===== config.mk =====
export PLATFORM = sky130hd
export DESIGN_NAME = cps_seq
export DESIGN_NICKNAME = d
export VERILOG_FILES = /design/src/logic/cps_pkg.sv /design/src/logic/cps_alu.sv /design/src/logic/cps_seq.sv /design/src/logic/cps_stack.sv
export SDC_FILE = /design/constraint.sdc
export NUM_CORES = 1
export LEC_CHECK = 0
export ABC_AREA = 1
export BUFFER_PORTS_ARGS = -buffer_cell sky130_fd_sc_hd__buf_4
export CAP_MARGIN = 10
export CORE_ASPECT_RATIO = 1.25
export CORE_MARGIN = 1.5
export CORE_UTILIZATION = 40
export CTS_BUF_LIST = sky130_fd_sc_hd__clkbuf_4
export DETAILED_ROUTE_END_ITERATION = 12
export PLACE_DENSITY = 0.64
export SLEW_MARGIN = 20
export SYNTH_ARGS = -nofsm -noshare
export SYNTH_HDL_FRONTEND = slang
export SYNTH_SLANG_ARGS = --single-unit

===== constraint.sdc =====
create_clock -name clk_i -period 4.6 [get_ports clk_i]
set_clock_uncertainty 0.1 [all_clocks]
set_input_delay 1.15 -clock clk_i [delete_from_list [all_inputs] [get_ports clk_i]]
set_output_delay 1.15 -clock clk_i [all_outputs]
set_load 0.05 [all_outputs]

===== src/logic/cps_pkg.sv =====
// shared constants, types and register map of the program sequencer
package cps_pkg;

  localparam int PC_W    = 12;
  localparam int DW      = 8;
  localparam int IW      = 16;
  localparam int ST_W    = 4;
  localparam int DEPTH   = 8;
  localparam int SP_W    = 3;
  localparam int CNT_W   = 4;

  localparam logic [PC_W-1:0]  RESET_VEC  = 12'h000;
  localparam logic [PC_W-1:0]  INT_VEC    = 12'h004;
  localparam logic [PC_W-1:0]  PC_ONE     = 12'h001;
  localparam logic [CNT_W-1:0] STK_FULL   = 4'h8;
  localparam logic [SP_W-1:0]  SP_ONE     = 3'h1;
  localparam logic [CNT_W-1:0] CNT_ONE    = 4'h1;

  // instruction fields
  localparam int CLS_HI  = 15;
  localparam int CLS_LO  = 13;
  localparam int EXT_BIT = 12;
  localparam int FN_HI   = 11;
  localparam int FN_LO   = 8;
  localparam int INTERRUPT_RETURN_BIT = 0;

  // status bits
  localparam int ST_C  = 0;
  localparam int ST_AC = 1;
  localparam int ST_Z  = 2;
  localparam int ST_OV = 3;

  // decimal adjust
  localparam logic [DW-1:0] DAA_LO  = 8'h06;
  localparam logic [DW-1:0] DAA_HI  = 8'h60;
  localparam logic [3:0]    BCD_MAX = 4'h9;
  localparam logic [DW-1:0] ONE_B   = 8'h01;

  // register byte addresses
  localparam logic [7:0] ADDR_PCL    = 8'h00;
  localparam logic [7:0] ADDR_ACC    = 8'h04;
  localparam logic [7:0] ADDR_STATUS = 8'h08;
  localparam logic [7:0] ADDR_IPTR   = 8'h0C;
  localparam logic [7:0] ADDR_IDATA  = 8'h10;
  localparam logic [7:0] ADDR_CTRL   = 8'h14;

  // control register bits
  localparam int CTRL_IE     = 0;
  localparam int CTRL_OSC_LO = 1;
  localparam int CTRL_OSC_HI = 2;
  localparam int CTRL_IRQ    = 3;

  typedef enum logic [1:0] {PH_T1, PH_T2, PH_T3, PH_T4} cps_phase_type;

  typedef enum logic [1:0] {
    HIGH_SPEED_CRYSTAL_OSC, LOW_SPEED_CRYSTAL_OSC,
    HIGH_SPEED_INTERNAL_RC, LOW_SPEED_INTERNAL_RC
  } cps_osc_type;

  typedef enum logic [3:0] {
    FN_ADD, FN_ADC, FN_SUB, FN_SBC, FN_DAA, FN_AND, FN_OR, FN_XOR,
    FN_CPL, FN_RR, FN_RRC, FN_RL, FN_RLC, FN_INC, FN_DEC, FN_MOV
  } cps_alu_type;

  typedef enum logic [2:0] {
    CL_NOP, CL_ALU, CL_JMP, CL_CALL, CL_RET, CL_SKZ, CL_PCL, CL_RSVD
  } cps_class_type;

endpackage : cps_pkg


===== src/logic/cps_alu.sv =====
// 8-bit alu with status generation
`timescale 1ns/1ps
module cps_alu (
  input  wire logic [cps_pkg::DW-1:0]   a_i,
  input  wire logic [cps_pkg::DW-1:0]   b_i,
  input  wire logic [cps_pkg::ST_W-1:0] st_i,
  input  wire cps_pkg::cps_alu_type     fn_i,
  output logic      [cps_pkg::DW-1:0]   res_o,
  output logic      [cps_pkg::ST_W-1:0] st_o
);
  logic [cps_pkg::DW:0]   sum;
  logic [cps_pkg::DW-1:0] bo;
  logic [4:0]             nib;
  logic                   ci;
  logic                   sub;
  logic                   cin;
  logic [cps_pkg::DW:0]   adj;

  assign cin = st_i[cps_pkg::ST_C];
  assign sub = (fn_i == cps_pkg::FN_SUB) || (fn_i == cps_pkg::FN_SBC);
  assign bo  = sub ? ~b_i : b_i;
  assign ci  = (fn_i == cps_pkg::FN_SUB) ? 1'b1 :
               ((fn_i == cps_pkg::FN_ADC) || (fn_i == cps_pkg::FN_SBC)) ? cin : 1'b0;
  assign sum = {1'b0, a_i} + {1'b0, bo} + {8'h00, ci};
  assign nib = {1'b0, a_i[3:0]} + {1'b0, bo[3:0]} + {4'h0, ci};

  always_comb begin
    adj = {1'b0, a_i};
    if (a_i[3:0] > cps_pkg::BCD_MAX || st_i[cps_pkg::ST_AC]) begin
      adj = adj + {1'b0, cps_pkg::DAA_LO};
    end
    if (adj[7:4] > cps_pkg::BCD_MAX || st_i[cps_pkg::ST_C] || adj[cps_pkg::DW]) begin
      adj = adj + {1'b0, cps_pkg::DAA_HI};
    end
  end

  always_comb begin
    res_o = a_i;
    st_o  = st_i;
    case (fn_i)
      cps_pkg::FN_ADD, cps_pkg::FN_ADC, cps_pkg::FN_SUB, cps_pkg::FN_SBC: begin
        res_o = sum[cps_pkg::DW-1:0];
        st_o[cps_pkg::ST_C]  = sum[cps_pkg::DW];
        st_o[cps_pkg::ST_AC] = nib[4];
        st_o[cps_pkg::ST_OV] = (a_i[7] == bo[7]) && (sum[7] != a_i[7]);
      end
      cps_pkg::FN_DAA: begin
        res_o = adj[cps_pkg::DW-1:0];
        st_o[cps_pkg::ST_C] = adj[cps_pkg::DW] | st_i[cps_pkg::ST_C];
      end
      cps_pkg::FN_AND: res_o = a_i & b_i;
      cps_pkg::FN_OR:  res_o = a_i | b_i;
      cps_pkg::FN_XOR: res_o = a_i ^ b_i;
      cps_pkg::FN_CPL: res_o = ~a_i;
      cps_pkg::FN_RR:  res_o = {a_i[0], a_i[7:1]};
      cps_pkg::FN_RRC: begin
        res_o = {cin, a_i[7:1]};
        st_o[cps_pkg::ST_C] = a_i[0];
      end
      cps_pkg::FN_RL:  res_o = {a_i[6:0], a_i[7]};
      cps_pkg::FN_RLC: begin
        res_o = {a_i[6:0], cin};
        st_o[cps_pkg::ST_C] = a_i[7];
      end
      cps_pkg::FN_INC: res_o = a_i + cps_pkg::ONE_B;
      cps_pkg::FN_DEC: res_o = a_i - cps_pkg::ONE_B;
      cps_pkg::FN_MOV: res_o = b_i;
      default:         res_o = a_i;
    endcase
    st_o[cps_pkg::ST_Z] = (res_o == 8'h00);
  end
endmodule : cps_alu


===== src/logic/cps_seq.sv =====
// program sequencer core: phases, fetch pipeline, pc, stack, alu, wishbone registers
//
// Overview of operation
// - oscillator source chosen from four; selection driven out from control register.
// - four rotating phases T1 to T4 form one instruction cycle.
// - at T1 the pc increments and the next instruction is fetched.
// - fetch overlaps execution; extended instructions take two cycles.
// - instructions changing the pc cost one extra cycle.
// - branch gets target in one cycle, transfers in a dummy second.
// - pc advances by one per instruction unless control is transferred.
// - jump, call, interrupt and reset load their destination into the pc.
// - a true skip discards the prefetched instruction for a dummy cycle.
// - pc is 12 bits; only the low byte is software visible.
// - writing the low byte jumps within the page and inserts a dummy cycle.
// - eight-level stack of pc values, invisible to software.
// - call and interrupt push the pc; return pops it back.
// - reset sets the stack pointer to entry zero and clears the count, leaving the stack empty.
// - full stack keeps interrupt flag set but withholds acknowledge.
// - call on a full stack still runs and loses the oldest entry.
// - 8-bit alu through the accumulator writes results to registers.
// - alu updates carry, auxiliary, zero and overflow status.
// - alu provides add, subtract, adjust, logic, rotates, inc, dec, skip test.
// - control registers reachable directly and through the indirect pointer; the pointer itself is written only at its direct address.
// - after reset execution starts fetching from address zero.
//
// The address map and register access over Wishbone were chosen for this implementation.
`timescale 1ns/1ps
module cps_seq (
  input  wire logic                     clk_i,
  input  wire logic                     rst_i,
  input  wire logic                     wb_cyc_i,
  input  wire logic                     wb_stb_i,
  input  wire logic                     wb_we_i,
  input  wire logic [7:0]               wb_adr_i,
  input  wire logic [3:0]               wb_sel_i,
  input  wire logic [31:0]              wb_dat_i,
  output logic      [31:0]              wb_dat_o,
  output logic                          wb_ack_o,
  input  wire logic [cps_pkg::IW-1:0]   pm_data_i,
  output logic      [cps_pkg::PC_W-1:0] pm_addr_o,
  output logic                          pm_rd_o,
  input  wire logic                     int_req_i,
  output logic                          int_ack_o,
  output logic      [3:0]               phase_o,
  output logic      [1:0]               osc_sel_o
);
  cps_pkg::cps_phase_type   phase_q;
  logic [3:0]               phase_oh_q;
  logic [cps_pkg::PC_W-1:0] pc_q;
  logic [cps_pkg::PC_W-1:0] pm_addr_q;
  logic                     pm_rd_q;
  logic [cps_pkg::IW-1:0]   exec_q;
  logic [cps_pkg::PC_W-1:0] exec_pc_q;
  logic                     exec_v_q;
  logic                     stall_q;
  logic [cps_pkg::DW-1:0]   acc_q;
  logic [cps_pkg::ST_W-1:0] status_q;
  logic [cps_pkg::DW-1:0]   iptr_q;
  logic                     ie_q;
  cps_pkg::cps_osc_type     osc_q;
  logic                     irq_q;
  logic                     int_ack_q;
  logic                     pcl_pend_q;
  logic [cps_pkg::DW-1:0]   pcl_data_q;
  logic                     ack_q;
  logic [31:0]              rdat_q;

  logic                     cyc_end;
  cps_pkg::cps_class_type   ex_cls;
  logic                     ex_go;
  logic                     irq_take;
  logic                     ext_first;
  logic                     do_exec;
  logic                     is_alu;
  logic                     jmp;
  logic                     call;
  logic                     ret;
  logic                     skip;
  logic                     pclw;
  logic                     flush;
  logic [cps_pkg::PC_W-1:0] target;
  logic [cps_pkg::DW-1:0]   alu_res;
  logic [cps_pkg::ST_W-1:0] alu_st;
  logic [cps_pkg::PC_W-1:0] stk_top;
  logic                     stk_full;
  logic                     stk_push;
  logic                     stk_pop;
  logic [cps_pkg::PC_W-1:0] push_d;
  logic [7:0]               eff_adr;
  logic                     bus_wr;
  logic [31:0]              rd_mux;

  // phase sequencer
  assign cyc_end = (phase_q == cps_pkg::PH_T4);

  always_ff @(posedge clk_i) begin
    if (rst_i) begin
      phase_q    <= cps_pkg::PH_T1;
      phase_oh_q <= 4'h1;
    end else begin
      phase_q    <= cps_pkg::cps_phase_type'(phase_q + 2'h1);
      phase_oh_q <= {phase_oh_q[2:0], phase_oh_q[3]};
    end
  end

  // instruction decode of the executing word
  assign ex_cls    = cps_pkg::cps_class_type'(exec_q[cps_pkg::CLS_HI:cps_pkg::CLS_LO]);
  assign is_alu    = (ex_cls == cps_pkg::CL_ALU) || (ex_cls == cps_pkg::CL_SKZ);
  assign irq_take  = exec_v_q && irq_q && ie_q && !stk_full && !pcl_pend_q;
  assign ex_go     = exec_v_q && !irq_take && !pcl_pend_q;
  assign ext_first = ex_go && is_alu && exec_q[cps_pkg::EXT_BIT] && !stall_q;
  assign do_exec   = ex_go && !ext_first;
  assign jmp       = do_exec && (ex_cls == cps_pkg::CL_JMP);
  assign call      = do_exec && (ex_cls == cps_pkg::CL_CALL);
  assign ret       = do_exec && (ex_cls == cps_pkg::CL_RET);
  assign skip      = do_exec && (ex_cls == cps_pkg::CL_SKZ) && alu_st[cps_pkg::ST_Z];
  assign pclw      = do_exec && (ex_cls == cps_pkg::CL_PCL);
  assign flush     = pcl_pend_q || irq_take || jmp || call || ret || skip || pclw;

  always_comb begin
    target = pc_q;
    if (pcl_pend_q) begin
      target = {pc_q[cps_pkg::PC_W-1:cps_pkg::DW], pcl_data_q};
    end else if (irq_take) begin
      target = cps_pkg::INT_VEC;
    end else if (jmp || call) begin
      target = exec_q[cps_pkg::PC_W-1:0];
    end else if (ret) begin
      target = stk_top;
    end else if (pclw) begin
      target = {pc_q[cps_pkg::PC_W-1:cps_pkg::DW], acc_q};
    end
  end

  // return address stack
  assign stk_push = cyc_end && (call || irq_take);
  assign stk_pop  = cyc_end && ret;
  assign push_d   = call ? exec_pc_q + cps_pkg::PC_ONE : exec_pc_q;

  cps_stack u_stack (
    .clk_i  (clk_i),
    .rst_i  (rst_i),
    .push_i (stk_push),
    .pop_i  (stk_pop),
    .d_i    (push_d),
    .top_o  (stk_top),
    .full_o (stk_full)
  );

  cps_alu u_alu (
    .a_i   (acc_q),
    .b_i   (exec_q[cps_pkg::DW-1:0]),
    .st_i  (status_q),
    .fn_i  (cps_pkg::cps_alu_type'(exec_q[cps_pkg::FN_HI:cps_pkg::FN_LO])),
    .res_o (alu_res),
    .st_o  (alu_st)
  );

  // program counter and fetch
  always_ff @(posedge clk_i) begin
    if (rst_i) begin
      pc_q      <= cps_pkg::RESET_VEC;
      pm_addr_q <= cps_pkg::RESET_VEC;
      pm_rd_q   <= 1'b0;
    end else begin
      pm_rd_q <= (phase_q == cps_pkg::PH_T1);
      if (phase_q == cps_pkg::PH_T1 && !stall_q) begin
        pm_addr_q <= pc_q;
        pc_q      <= pc_q + cps_pkg::PC_ONE;
      end else if (cyc_end && flush) begin
        pc_q <= target;
      end
    end
  end

  // pipeline register of the executing instruction
  always_ff @(posedge clk_i) begin
    if (rst_i) begin
      exec_q    <= 16'h0000;
      exec_pc_q <= cps_pkg::RESET_VEC;
      exec_v_q  <= 1'b0;
      stall_q   <= 1'b0;
    end else if (cyc_end) begin
      if (flush) begin
        exec_v_q <= 1'b0;
        stall_q  <= 1'b0;
      end else if (ext_first) begin
        stall_q <= 1'b1;
      end else begin
        exec_q    <= pm_data_i;
        exec_pc_q <= pm_addr_q;
        exec_v_q  <= 1'b1;
        stall_q   <= 1'b0;
      end
    end
  end

  // interrupt request flag: set wins over the acknowledge clear
  always_ff @(posedge clk_i) begin
    if (rst_i) begin
      irq_q     <= 1'b0;
      int_ack_q <= 1'b0;
    end else begin
      int_ack_q <= cyc_end && irq_take;
      if (int_req_i) begin
        irq_q <= 1'b1;
      end else if (cyc_end && irq_take) begin
        irq_q <= 1'b0;
      end
    end
  end

  // wishbone slave, one wait state, indirect access through the pointer
  assign eff_adr = (wb_adr_i == cps_pkg::ADDR_IDATA) ? iptr_q : wb_adr_i;
  assign bus_wr  = wb_cyc_i && wb_stb_i && wb_we_i && ack_q && wb_sel_i[0];

  always_comb begin
    rd_mux = 32'h0000_0000;
    case (eff_adr)
      cps_pkg::ADDR_PCL:    rd_mux[cps_pkg::DW-1:0] = pc_q[cps_pkg::DW-1:0];
      cps_pkg::ADDR_ACC:    rd_mux[cps_pkg::DW-1:0] = acc_q;
      cps_pkg::ADDR_STATUS: rd_mux[cps_pkg::ST_W-1:0] = status_q;
      cps_pkg::ADDR_IPTR:   rd_mux[cps_pkg::DW-1:0] = iptr_q;
      cps_pkg::ADDR_CTRL:   rd_mux[cps_pkg::CTRL_IRQ:0] = {irq_q, osc_q, ie_q};
      default:              rd_mux = 32'h0000_0000;
    endcase
  end

  always_ff @(posedge clk_i) begin
    if (rst_i) begin
      ack_q  <= 1'b0;
      rdat_q <= 32'h0000_0000;
    end else begin
      ack_q  <= wb_cyc_i && wb_stb_i && !ack_q;
      rdat_q <= rd_mux;
    end
  end

  // pending low byte write, taken at the next cycle boundary
  always_ff @(posedge clk_i) begin
    if (rst_i) begin
      pcl_pend_q <= 1'b0;
      pcl_data_q <= 8'h00;
    end else if (bus_wr && eff_adr == cps_pkg::ADDR_PCL) begin
      pcl_pend_q <= 1'b1;
      pcl_data_q <= wb_dat_i[cps_pkg::DW-1:0];
    end else if (cyc_end) begin
      pcl_pend_q <= 1'b0;
    end
  end

  // accumulator and status; alu result wins over a bus write
  always_ff @(posedge clk_i) begin
    if (rst_i) begin
      acc_q    <= 8'h00;
      status_q <= 4'h0;
    end else if (cyc_end && do_exec && is_alu) begin
      acc_q    <= alu_res;
      status_q <= alu_st;
    end else if (bus_wr && eff_adr == cps_pkg::ADDR_ACC) begin
      acc_q <= wb_dat_i[cps_pkg::DW-1:0];
    end else if (bus_wr && eff_adr == cps_pkg::ADDR_STATUS) begin
      status_q <= wb_dat_i[cps_pkg::ST_W-1:0];
    end
  end

  // pointer and control registers
  always_ff @(posedge clk_i) begin
    if (rst_i) begin
      iptr_q <= 8'h00;
      ie_q   <= 1'b0;
      osc_q  <= cps_pkg::HIGH_SPEED_INTERNAL_RC;
    end else begin
      if (bus_wr && wb_adr_i == cps_pkg::ADDR_IPTR) begin
        iptr_q <= wb_dat_i[cps_pkg::DW-1:0];
      end
      if (cyc_end && irq_take) begin
        ie_q <= 1'b0;
      end else if (cyc_end && ret && exec_q[cps_pkg::INTERRUPT_RETURN_BIT]) begin
        ie_q <= 1'b1;
      end else if (bus_wr && eff_adr == cps_pkg::ADDR_CTRL) begin
        ie_q <= wb_dat_i[cps_pkg::CTRL_IE];
      end
      if (bus_wr && eff_adr == cps_pkg::ADDR_CTRL) begin
        osc_q <= cps_pkg::cps_osc_type'(wb_dat_i[cps_pkg::CTRL_OSC_HI:cps_pkg::CTRL_OSC_LO]);
      end
    end
  end

  assign wb_dat_o  = rdat_q;
  assign wb_ack_o  = ack_q;
  assign pm_addr_o = pm_addr_q;
  assign pm_rd_o   = pm_rd_q;
  assign int_ack_o = int_ack_q;
  assign phase_o   = phase_oh_q;
  assign osc_sel_o = osc_q;

  phase_walk_a: assert property (@(posedge clk_i) disable iff (rst_i)
    phase_oh_q[0] |=> phase_oh_q[1] ##1 phase_oh_q[2] ##1 phase_oh_q[3] ##1 phase_oh_q[0])
    else $error("phase clocks out of order");
  pc_step_a: assert property (@(posedge clk_i) disable iff (rst_i)
    (phase_q == cps_pkg::PH_T1 && !stall_q) |=>
      pc_q == $past(pc_q) + cps_pkg::PC_ONE && pm_addr_q == $past(pc_q))
    else $error("pc not advanced at first phase");
  reset_vec_a: assert property (@(posedge clk_i) disable iff (rst_i)
    $fell(rst_i) |-> pc_q == cps_pkg::RESET_VEC && !exec_v_q && !stk_full)
    else $error("reset did not restart at address zero");
  jump_dummy_a: assert property (@(posedge clk_i) disable iff (rst_i)
    (cyc_end && jmp) |=> !exec_v_q && pc_q == $past(exec_q[cps_pkg::PC_W-1:0]) ##4 exec_v_q)
    else $error("jump did not insert one dummy cycle");
  skip_drop_a: assert property (@(posedge clk_i) disable iff (rst_i)
    (cyc_end && skip) |=> !exec_v_q)
    else $error("skip kept the prefetched instruction");
  page_jump_a: assert property (@(posedge clk_i) disable iff (rst_i)
    (cyc_end && pcl_pend_q) |=>
      pc_q == {$past(pc_q[cps_pkg::PC_W-1:cps_pkg::DW]), $past(pcl_data_q)} && !exec_v_q)
    else $error("low byte write left its page");
  full_hold_a: assert property (@(posedge clk_i) disable iff (rst_i)
    (irq_q && stk_full) |=> irq_q && !int_ack_o)
    else $error("interrupt acknowledged on a full stack");
  ext_two_a: assert property (@(posedge clk_i) disable iff (rst_i)
    (cyc_end && ext_first) |=> stall_q [*4] ##1 !stall_q)
    else $error("extended instruction not held for two cycles");
  zero_flag_a: assert property (@(posedge clk_i) disable iff (rst_i)
    (cyc_end && do_exec && is_alu) |=> status_q[cps_pkg::ST_Z] == (acc_q == 8'h00))
    else $error("zero flag does not match result");
endmodule : cps_seq


===== src/logic/cps_stack.sv =====
// eight-level return address stack, hidden from software
`timescale 1ns/1ps
module cps_stack (
  input  wire logic                     clk_i,
  input  wire logic                     rst_i,
  input  wire logic                     push_i,
  input  wire logic                     pop_i,
  input  wire logic [cps_pkg::PC_W-1:0] d_i,
  output logic      [cps_pkg::PC_W-1:0] top_o,
  output logic                          full_o
);
  logic [cps_pkg::PC_W-1:0]  mem_q [cps_pkg::DEPTH];
  logic [cps_pkg::SP_W-1:0]  ptr_q;
  logic [cps_pkg::CNT_W-1:0] cnt_q;

  for (genvar i = 0; i < cps_pkg::DEPTH; i++) begin : g_entry
    always_ff @(posedge clk_i) begin
      if (push_i && ptr_q == cps_pkg::SP_W'(i)) begin
        mem_q[i] <= d_i;
      end
    end
  end

  // pointer wraps on overflow, so the oldest entry is overwritten
  always_ff @(posedge clk_i) begin
    if (rst_i) begin
      ptr_q <= '0;
      cnt_q <= '0;
    end else if (push_i) begin
      ptr_q <= ptr_q + cps_pkg::SP_ONE;
      if (cnt_q != cps_pkg::STK_FULL) begin
        cnt_q <= cnt_q + cps_pkg::CNT_ONE;
      end
    end else if (pop_i) begin
      ptr_q <= ptr_q - cps_pkg::SP_ONE;
      if (cnt_q != '0) begin
        cnt_q <= cnt_q - cps_pkg::CNT_ONE;
      end
    end
  end

  assign top_o  = mem_q[ptr_q - cps_pkg::SP_ONE];
  assign full_o = (cnt_q == cps_pkg::STK_FULL);

  stack_ovf_a: assert property (@(posedge clk_i) disable iff (rst_i)
    (push_i && full_o) |=> full_o && top_o == $past(d_i))
    else $error("overflowing push lost fullness or data");
  push_top_a: assert property (@(posedge clk_i) disable iff (rst_i)
    push_i ##8 pop_i |=> top_o == $past(top_o, 9))
    else $error("pop did not restore previous top");
endmodule : cps_stack


==> results of run 1 <==
[layout by cell type, fill, tap and decap left out, types with 3 or more instances in the layout]
| master | count |
|---|---|
| a211oi_1 | 4 |
| a21oi_1 | 147 |
| a221oi_1 | 3 |
| a22oi_1 | 9 |
| a31oi_1 | 10 |
| buf_4 | 90 |
| clkbuf_4 | 79 |
| clkinv_1 | 13 |
| conb_1 | 24 |
| dfxtp_1 | 110 |
| edfxtp_1 | 96 |
| fa_1 | 4 |
| ha_1 | 44 |
| inv_1 | 139 |
| inv_2 | 7 |
| mux2i_1 | 8 |
| nand2_1 | 227 |
| nand2_2 | 5 |
| nand3_1 | 82 |
| nand4_1 | 14 |
| nor2_1 | 142 |
| nor2_2 | 7 |
| nor2_4 | 3 |
| nor3_1 | 12 |
| nor3_2 | 7 |
| nor4_1 | 3 |
| o211ai_1 | 17 |
| o21ai_0 | 122 |
| o21ai_1 | 4 |
| o221ai_1 | 6 |
| o22ai_1 | 7 |
| o31ai_1 | 7 |
| o32ai_1 | 4 |
| or2_2 | 6 |
| xor2_1 | 30 |
[per-layer routing]
metal	GRT usage (%)	wire length, um	up-vias
met5	0	0	-
met4	11.2	1530	0
met3	3.16	1950	94
met2	40.2	16300	390
met1	26.3	12800	4652
li1	-	-	4900
[how the worst min path moves through the flow]
stage                  to  slack (ns)  cells after the start
2_1_floorplan  phase_q[0]        0.32                      1
3_3_place_gp   phase_o[3]        0.31                      2
3_5_place_dp   phase_o[3]        0.32                      2
4_1_cts        phase_o[1]        0.32                      2
5_1_grt        phase_o[3]        0.34                      2
6_report       phase_o[1]        0.32                      2
[cell type report]
cell class | instances | area, um^2 | share of cell area, %
antenna | 1 | 2.50 | 0.0196
clock buffer | 79 | 593 | 4.65
clock inverter | 13 | 70.1 | 0.549
inverter | 149 | 559 | 4.38
multi-input combinational | 980 | 5290 | 41.5
sequential | 207 | 5110 | 40.0
tap | 350 | 438 | 3.43
timing repair buffer | 91 | 696 | 5.45
[where the power goes]
group / leakage (nW) / internal, W / total (W) / switching (W)
Combinational: 3.07 / 0.000129 / 0.000451 / 0.000322
Sequential: 1.77 / 0.00197 / 0.00201 / 0.0000458
Clock: 0.391 / 0.000786 / 0.00154 / 0.000754
Total: 5.23 / 0.00288 / 0.00401 / 0.00112
[stage by stage]
step / area, um^2 / power [W] / utilization, %
final: 12800 / 0.00401 / 46.1
after CTS: 12800 / 0.00404 / 46.1
after global routing: 12800 / 0.00420 / 46.1
after detailed placement: 12100 / 0.00250 / 43.7
after floorplan: 11300 / 0.00237 / -
after global placement: 12100 / 0.00249 / 43.7
[sequential cells by signal, summed over array words and instances, names as in the netlist, 3 cells and up]
register / cells
wb_dat_o: 8
u_stack.cnt_q: 4
exec_q: 16
u_stack.ptr_q: 3
acc_q: 8
u_stack.mem_q: 96
exec_pc_q: 12
pcl_data_q: 8
pc_q: 12
status_q: 4
pm_addr_o: 12
iptr_q: 8
phase_o: 4
[critical path, stage by stage, from the launching register on]
cell and delay [ns]:
dfxtp_1 0.34, inv_1 0.21, nand2_1 0.14, nor2_1 0.57, ha_1 0.43, a21oi_1 0.24, nand2_1 0.10, a21o_1 0.17
a21oi_1 0.11, o21ai_0 0.13, nand3_1 0.16, nand2_1 0.10, nand4_2 0.13, nand4_2 0.30, buf_12 0.30, o21ai_0 0.17
a21oi_1 0.06
[cells by family (layout without fill, tap and decap cells)]
group,Yosys count,in the layout,synth area share (%)
other cells,1,25,0.0333
compound gates,348,348,17.2
buf+inv,224,332,8.68
simple gates,520,520,19.9
xor+xnor,32,32,2.49
fa+ha+maj,48,48,5.60
mux,8,8,0.712
flops,207,207,45.4
==> summary.json, run 1 <==
{
  "outcome": {
    "status": "finished, final reports clean"
  },
  "critical_path": {
    "path_class": "flip-flop to flip-flop",
    "arrival_ns": 4.33,
    "timing.rr.end": "exec_q[1]",
    "worstRegToRegCells": 16,
    "critPathLaunchType": "flip-flop",
    "critical_path.endpoint": "exec_q[1]",
    "crit_required_ns": 5.03,
    "timing.rr.start": "exec_q[8]",
    "endpoint_kind": "flip-flop",
    "reg2reg_setup_slack_ns": 0.71,
    "timing.critical_path.from": "exec_q[8]",
    "critical_path_peak_fanout": 45
  },
  "sta": {
    "timing.slew.headroom_pct": 33.7,
    "setup_violating_endpoint_count_in_the_final_report": 0,
    "worst_margin_pin_slew_ns": 0.988,
    "fin_crit_ns": 3.89,
    "fin_hold_ws_ns": 0.316,
    "finalSetupTns_ns": 0,
    "final-hold-violation-count": 0,
    "final_min_period_over_clock_period_pct": 84.6,
    "grt_setup_unrepaired": "false",
    "maxSlewViolCount": 0,
    "max_clock_freq_ghz": 0.257,
    "final.setup.worst_slack_ns": 0.708
  },
  "synth": {
    "postSynthRegisterBits": 207,
    "synth.cell_area_mm2": 0.0113,
    "yosys.cell_count.top_type": "nand2_1",
    "synth_area_leaders": "edfxtp_1 (26%), dfxtp_1 (20%), nand2_1 (7.6%)",
    "netlist_instances": 1388,
    "post_synth_cell_types": 54,
    "synth_async_reset_ratio_pct": 0,
    "mean_instance_size_in_the_synthesized_netlist_um2": 8.11,
    "count_of_flip_flops_with_a_built_in_enable_after_synthesis": 96,
    "synth_largest_area_cell": "edfxtp_1",
    "yosysWarnings": 0,
    "synth_top_cells_by_count": "nand2_1 (227), a21oi_1 (147), nor2_1 (143)",
    "synth_ff_type": "dfxtp_1",
    "ys_seq_area_share_pct": 45.4,
    "synth.top_cell.area_share_pct": 25.6
  },
  "clocking": {
    "clock_tree_from_tritoncts": "done",
    "cts-resized-gates": 0,
    "cts.hold.buffers_added": 0,
    "root_buffer": "clkbuf_4",
    "post_cts.repair.setup_buffers": 0,
    "clk_path_buf_depth": 3,
    "clk_latency_ns": 0.70,
    "clock_sink_count": 207,
    "clock_pin_slew_on_the_worst_setup_and_hold_paths_ns": 0.07,
    "cts-buffers-inserted": 50,
    "cts_h_tree_depth": 2
  },
  "placed_design": {
    "place.gp.congestion": 0.987,
    "port_buffers": 67,
    "placed_cells": 1777,
    "place_hpwl_mm": 23.3,
    "detailedPlace.worstSlack_ns": 0.762
  },
  "detailed_routing": {
    "via_count": 10000,
    "wl_mm": 32.6,
    "detail_route.iter0.violations": 838,
    "drt_pass1_iterations": 7,
    "wl_per_cell_um": 17.4,
    "drt.antenna.violating_nets": 0,
    "detail_route.vias_per_cell": 5.37,
    "route.detailed.drc": 0
  },
  "finish": {
    "num-nets-final": 1593,
    "layout.filler_cells": 2730,
    "post_layout_nonfiller_instances": 1870,
    "drive_gt1_share_pct": 14.2,
    "layout-area-overhead-vs-synth_pct": 13.3
  },
  "power": {
    "pwr_density_cell_mw_per_mm2": 314,
    "p_leak_nw": 5.23,
    "vdd_ir_drop_max_mv": 0.154
  },
  "die": {
    "floorplan.die_area_mm2": 0.0292,
    "die_height_um": 191,
    "floorplan.rows": 68,
    "die_w_um": 153,
    "fp.coreArea_mm2": 0.0277,
    "initial_core_util_pct": 40.7,
    "io-pin-count": 119
  },
  "grt": {
    "grt_pass1_vias": 9544,
    "grt_antenna_before_repair": 1,
    "gr-usage-all-layers_pct": 22.5,
    "grt_max_degree": 51,
    "grt.overflow.total": 0,
    "grt_first_pass_wirelength_mm": 51.3
  },
  "min_path": {
    "worstHoldStart": "phase_o[0]",
    "timing.hold.worst.class": "flip-flop to flip-flop"
  },
  "job": {
    "cap_viol_max_count": 0
  }
}
(Power assumes the default switching activity.)
==> inputs of run 2 (changes only) <==
- PLACE_DENSITY: 0.64 -> 0.66
- clock period: 4.6 -> 3.15 ns (I/O delays scaled with it)
==> run 2 against run 1 <==
- the run now ends with negative setup slack left
- sequential cell count is the same
- worst hold slack lost 0.11 ns
- worst setup slack got worse by 0.80 ns
- combinational power is 85% higher
- final cell count up 4.9%
- sequential share of layout area decreased by 3.3 points
- power up 50%
- maximum frequency rose by 20%
- via count grew 3.0%
- critical path depth rose by 5
- critical endpoint is now exec_pc_q[4]
- largest cell class unchanged
- largest power group unchanged
==> summary.json, run 2 (synthesized netlist as in run 1, its figures left out) <==
{
  "finish": {
    "layout.cells.most_common": "nand2_1",
    "largest_register_ffs": 96,
    "top_register": "u_stack.mem_q",
    "num-nets-final": 1683,
    "layout.cells.most_common_list": "nand2_1 (218), buf_4 (163), nor2_1 (140)",
    "layout.filler_cells": 2620,
    "post-route-util_pct": 50.3,
    "largestRegisters": "u_stack.mem_q (96), exec_q (16)",
    "layout-area-overhead-vs-synth_pct": 23.7,
    "drive_gt1_share_pct": 22.8,
    "post-route-cell-area_mm2": 0.0139
  },
  "critical_path": {
    "endpoint_kind": "flip-flop",
    "cp_slowest_cell": "fa_2",
    "critical-path-max-stage-delay_ns": 0.39,
    "critPathLaunchType": "flip-flop",
    "critPathTopFamily": "simple AND/OR/NAND/NOR gates",
    "cells_along_the_critical_path": "nor2_4 -> buf_4 -> o211ai_1 -> fa_2 -> inv_2 -> fa_2 -> nand3_2 -> nand2_2 -> nand2_2 -> nand2_2 -> a21oi_2 -> or2_4 -> nand3_2 -> nand3_2 -> nor2_4 -> nand4_4 -> nand4_4 -> buf_8 -> clkbuf_16 -> o21ai_1 -> a21oi_2",
    "critical_path_peak_fanout": 6,
    "crit_required_ns": 3.65,
    "path_class": "flip-flop to flip-flop",
    "critPathBufInv": 4,
    "arrival_ns": 3.75
  },
  "die": {
    "die_height_um": 191,
    "floorplan.rows": 68,
    "die_w_um": 153,
    "floorplan.die_area_mm2": 0.0292,
    "initial_core_util_pct": 40.7,
    "io-pin-count": 119,
    "fp.coreArea_mm2": 0.0277
  },
  "detailed_routing": {
    "wl_per_cell_um": 17.5,
    "wl_mm": 34.3,
    "detail_route.vias_per_cell": 5.27,
    "detail_route.iter0.violations": 690,
    "route.detailed.drc": 0,
    "drt.antenna.violating_nets": 0,
    "drt_pass1_iterations": 7,
    "via_count": 10300
  },
  "power": {
    "vdd_ir_drop_max_mv": 0.218,
    "combinationalPowerShare_pct": 13.9,
    "pwr_density_cell_mw_per_mm2": 430,
    "p_sw_share_pct": 28.1,
    "pwr-share-clk_pct": 37.1,
    "total_switching_power_w": 0.00168,
    "seq_power_share_pct": 49.0,
    "post-layout-total-power_w": 0.00599,
    "p_leak_nw": 5.78,
    "p_int_w": 0.00430
  },
  "clocking": {
    "root_buffer": "clkbuf_4",
    "clock_sink_count": 207,
    "clock_pin_slew_on_the_worst_setup_and_hold_paths_ns": 0.07,
    "clock_tree_from_tritoncts": "done",
    "cts.hold.buffers_added": 0,
    "clk_latency_ns": 0.69,
    "cts-buffers-inserted": 51,
    "cts_h_tree_depth": 2,
    "clk_path_buf_depth": 3
  },
  "grt": {
    "gr-usage-all-layers_pct": 23.1,
    "grt_first_pass_wirelength_mm": 52.1,
    "grt.overflow.total": 0,
    "grt_pass1_vias": 9738,
    "grt_antenna_before_repair": 1,
    "grt_max_degree": 57
  },
  "min_path": {
    "timing.hold.worst.class": "input port to flip-flop"
  },
  "sta": {
    "final_min_period_over_clock_period_pct": 103,
    "worst_margin_pin_slew_ns": 0.830,
    "finalSetupTns_ns": -2.04,
    "final.setup.worst_slack_ns": -0.0940,
    "timing.slew.headroom_pct": 44.1,
    "grt_setup_unrepaired": "true",
    "fin_hold_ws_ns": 0.207,
    "setup_violating_endpoint_count_in_the_final_report": 30,
    "maxSlewViolCount": 0,
    "fin_crit_ns": 3.24,
    "final-hold-violation-count": 0,
    "max_clock_freq_ghz": 0.308
  },
  "placed_design": {
    "place_hpwl_mm": 24.1,
    "place.gp.congestion": 0.982,
    "post_dp_cell_area_mm2": 0.0126,
    "port_buffers": 67
  },
  "outcome": {
    "violations_in_the_final_reports": "negative setup slack",
    "status": "finished, violations left"
  },
  "job": {
    "cap_viol_max_count": 0
  }
}
[run 2: cell count changes in the layout (fill, tap and decap cells not counted), moves of 9 or more]
cell     change
o21ai_1     +17
a21oi_2     +23
buf_4       +73
a21oi_1     -24
o21ai_0     -20
nand2_1      -9
[run 2: worst paths after layout]
kind                                  from           end  slack [ns]  cells after the start
worst min register to register  phase_o[0]    phase_o[1]        0.32                      2
worst max register to register  exec_q[10]  exec_pc_q[4]       -0.09                     21
worst max-delay path            exec_q[10]  exec_pc_q[4]       -0.09                     21
worst min-delay path             int_req_i         irq_q        0.21                      3
[run 2: repair_timing]
| action | CTS | global route |
|---|---|---|
| gates cloned | 5 | 2 |
| gates resized for setup | 51 | 55 |
| endpoints found under the setup margin | 49 | 50 |
| setup buffers | 10 | 6 |
| pin swaps | 14 | 26 |
[run 2: worst reg2reg max path: cells and delay by family, from the launching register on]
family | cells | cell delay (ns)
buffers and inverters | 4 | 0.53
flip-flops | 1 | 0.34
AO/OA/AOI/OAI | 4 | 0.34
adder cells (fa/ha/maj) | 2 | 0.60
AND/OR/NAND/NOR | 11 | 1.27
[run 2: power groups by stage]
| stage | sequential [W] | combinational [W] | clock, W |
|---|---|---|---|
| after floorplan | 0.00305 | 0.000417 | 0 |
| after global placement | 0.00299 | 0.000713 | 0 |
| after detailed placement | 0.00299 | 0.000721 | 0 |
| after CTS | 0.00293 | 0.000790 | 0.00228 |
| after global routing | 0.00294 | 0.000898 | 0.00240 |
| final | 0.00294 | 0.000834 | 0.00222 |
[run 2: metrics by stage]
step / instances / worst slack [ns]
after floorplan: 1411 / 0.00386
after global placement: 1844 / -0.167
after detailed placement: 1844 / -0.248
after CTS: 1954 / -0.113
after global routing: 1962 / -0.274
final: 1962 / -0.0940
[run 2: final cells by class]
class | instances | area [um^2] | area share (%)
Multi-Input combinational cell | 980 | 5600 | 40.2
Sequential cell | 207 | 5110 | 36.7
Timing Repair Buffer | 180 | 1550 | 11.2
Clock buffer | 78 | 586 | 4.21
Inverter | 149 | 559 | 4.02
Tap cell | 350 | 438 | 3.15
Clock inverter | 17 | 72.6 | 0.521
Antenna cell | 1 | 2.50 | 0.0180
[run 2: metal layers]
metal / GRT usage, % / share of wire (%) / vias to the layer above
li1: - / - / 5075
met1: 26.5 / 39 / 4818
met2: 41.5 / 50 / 338
met3: 3.43 / 5.4 / 103
met4: 12.1 / 5.0 / 0
met5: 0 / 0 / -
==> inputs of run 3 (changes only) <==
- BUFFER_PORTS_ARGS: -buffer_cell sky130_fd_sc_hd__buf_4 -> default
- CORE_UTILIZATION: 40 -> 45
- DONT_BUFFER_PORTS: default -> 1
- PLACE_DENSITY: 0.66 -> 0.68
==> run 3 against run 2 <==
- the flow still finishes with violations (negative setup slack)
- utilization is 4.2 points higher
- sequential cell count stayed put
- sequential share of layout area is 1.5 points higher
- routed wire length is 0.36% lower
- count of clock-buffer cells in the layout is 9 lower
- critical path type unchanged
- highest routed layer unchanged
==> summary.json, run 3 (synthesized netlist as in run 1, its figures left out) <==
{
  "outcome": {
    "status": "finished, violations left",
    "violations_in_the_final_reports": "negative setup slack"
  },
  "clocking": {
    "cts_h_tree_depth": 2,
    "clock_pin_slew_on_the_worst_setup_and_hold_paths_ns": 0.07,
    "root_buffer": "clkbuf_4",
    "clock_tree_from_tritoncts": "done",
    "clock_sink_count": 207,
    "cts-buffers-inserted": 51,
    "clk_path_buf_depth": 3,
    "clk_latency_ns": 0.67
  },
  "die": {
    "floorplan.die_area_mm2": 0.0260,
    "floorplan.rows": 64,
    "die_height_um": 180,
    "initial_core_util_pct": 45.9,
    "die_w_um": 144,
    "fp.coreArea_mm2": 0.0245,
    "io-pin-count": 119
  },
  "grt": {
    "gr-usage-all-layers_pct": 26.2,
    "grt_max_degree": 51,
    "grt_antenna_before_repair": 1,
    "grt_first_pass_wirelength_mm": 52.5,
    "grt.overflow.total": 0,
    "grt_pass1_vias": 9797
  },
  "detailed_routing": {
    "detail_route.iter0.violations": 941,
    "drt.antenna.violating_nets": 0,
    "wl_mm": 34.1,
    "wl_per_cell_um": 18.2,
    "detail_route.vias_per_cell": 5.53,
    "route.detailed.drc": 0,
    "via_count": 10400,
    "drt_pass1_iterations": 7
  },
  "sta": {
    "timing.slew.headroom_pct": 42.2,
    "final.setup.worst_slack_ns": -0.0814,
    "max_clock_freq_ghz": 0.309,
    "grt_setup_unrepaired": "true",
    "fin_crit_ns": 3.23,
    "maxSlewViolCount": 0,
    "final-hold-violation-count": 0,
    "setup_violating_endpoint_count_in_the_final_report": 19,
    "finalSetupTns_ns": -0.941,
    "fin_hold_ws_ns": 0.0795,
    "worst_margin_pin_slew_ns": 0.858,
    "final_min_period_over_clock_period_pct": 103
  },
  "placed_design": {
    "port_buffers": 0,
    "placed_cells": 1762,
    "detailedPlace.worstSlack_ns": -0.192,
    "place.gp.congestion": 0.991,
    "place_hpwl_mm": 24.0
  },
  "critical_path": {
    "timing.rr.end": "exec_q[8]",
    "critPathTopFamily": "simple AND/OR/NAND/NOR gates",
    "timing.rr.start": "exec_q[10]",
    "cp_slowest_cell": "fa_2",
    "endpoint_kind": "flip-flop",
    "reg2reg_setup_slack_ns": -0.08,
    "worstRegToRegCells": 21,
    "arrival_ns": 3.72,
    "critical-path-max-stage-delay_ns": 0.37,
    "cells_along_the_critical_path": "nor2_4 -> nand2_4 -> xor2_2 -> fa_2 -> inv_2 -> fa_2 -> nand3_2 -> nand2_2 -> nand2_2 -> nand2_2 -> a21oi_2 -> or2_4 -> nand3_2 -> nand3_2 -> nor2_4 -> nand4_4 -> nand4_4 -> buf_12 -> buf_12 -> o21ai_2 -> a21oi_1",
    "crit_required_ns": 3.64,
    "critical_path_peak_fanout": 8,
    "critPathLaunchType": "flip-flop",
    "critPathBufInv": 3,
    "path_class": "flip-flop to flip-flop"
  },
  "finish": {
    "largestRegisters": "u_stack.mem_q (96), exec_q (16)",
    "drive_gt1_share_pct": 18.8,
    "top_register": "u_stack.mem_q",
    "largest_register_ffs": 96,
    "layout-area-overhead-vs-synth_pct": 18.7,
    "post_layout_nonfiller_instances": 1878,
    "layout.filler_cells": 2293,
    "multi_input_comb_area_mm2": 0.00560,
    "layout.cells.most_common": "nand2_1",
    "num-nets-final": 1618,
    "area.sequential_mm2": 0.00511,
    "layout.cells.most_common_list": "nand2_1 (219), nor2_1 (140), inv_1 (138)"
  },
  "power": {
    "p_leak_nw": 5.43,
    "vdd_ir_drop_max_mv": 0.269,
    "post-layout-total-power_w": 0.00600,
    "pwr_density_cell_mw_per_mm2": 449
  },
  "min_path": {
    "min_path_cells": 1,
    "min_delay_worst_endpoint": "pm_rd_o",
    "worstHoldStart": "rst_i",
    "timing.hold.worst.class": "input port to flip-flop"
  },
  "job": {
    "cap_viol_max_count": 0
  }
}
==> run 3: cell types whose count changed in the layout (fill, tap and decap cells not counted), sizes merged <==
cell / change
clkinvlp: -1
clkbuf: -10
bufinv: +2
inv: +1
buf: -64
clkinv: +8
==> run 3: per-stage QoR <==
stage | utilization, % | instance area [um^2]
floorplan | - | 11400
global placement | 49.5 | 12100
detailed placement | 49.5 | 12100
CTS | 53.9 | 13200
global route | 54.5 | 13400
finish | 54.5 | 13400
==> run 3: power breakdown <==
group	switching (W)	leakage (nW)	internal, W
registers	0.000140	1.77	0.00287
logic	0.000436	3.26	0.000235
clock network	0.00112	0.397	0.00120
total	0.00169	5.43	0.00431
==> run 3: layout make-up <==
type                            instances  share of cell area, %
Antenna cell                            1                 0.0187
Clock buffer                           69                   3.88
Clock inverter                         27                   1.23
Inverter                              149                   4.19
Multi-Input combinational cell        980                   41.9
Sequential cell                       207                   38.3
Tap cell                              330                   3.09
Timing Repair Buffer                  115                   7.46
==> run 3: timing repair <==
item / in CTS / in global routing
endpoints found under the setup margin: 33 / 41
hold buffers: 0 / 0
pin swaps: 4 / 11
gates resized for setup: 61 / 44
cloned: 3 / 1
buffers inserted: 13 / 6
==> run 3: worst max path at each step <==
stage	endpoint	slack, ns	from	cells after the start
after floorplan	exec_q[10]	0.004	exec_q[11]	21
after global placement	pc_q[9]	-0.13	exec_q[10]	22
after detailed placement	exec_q[4]	-0.19	exec_q[10]	20
after CTS	exec_q[5]	-0.05	exec_q[11]	21
after global routing	exec_pc_q[11]	-0.27	exec_q[10]	21
final	exec_q[8]	-0.08	exec_q[10]	21
==> run 3: per-layer routing <==
metal	up-vias	GRT usage, %	routed length (um)
met4	0	12.7	1860
li1	4969	-	-
met2	427	45.4	17100
met5	-	0	0
met3	123	5.43	2450
met1	4874	30.4	12800
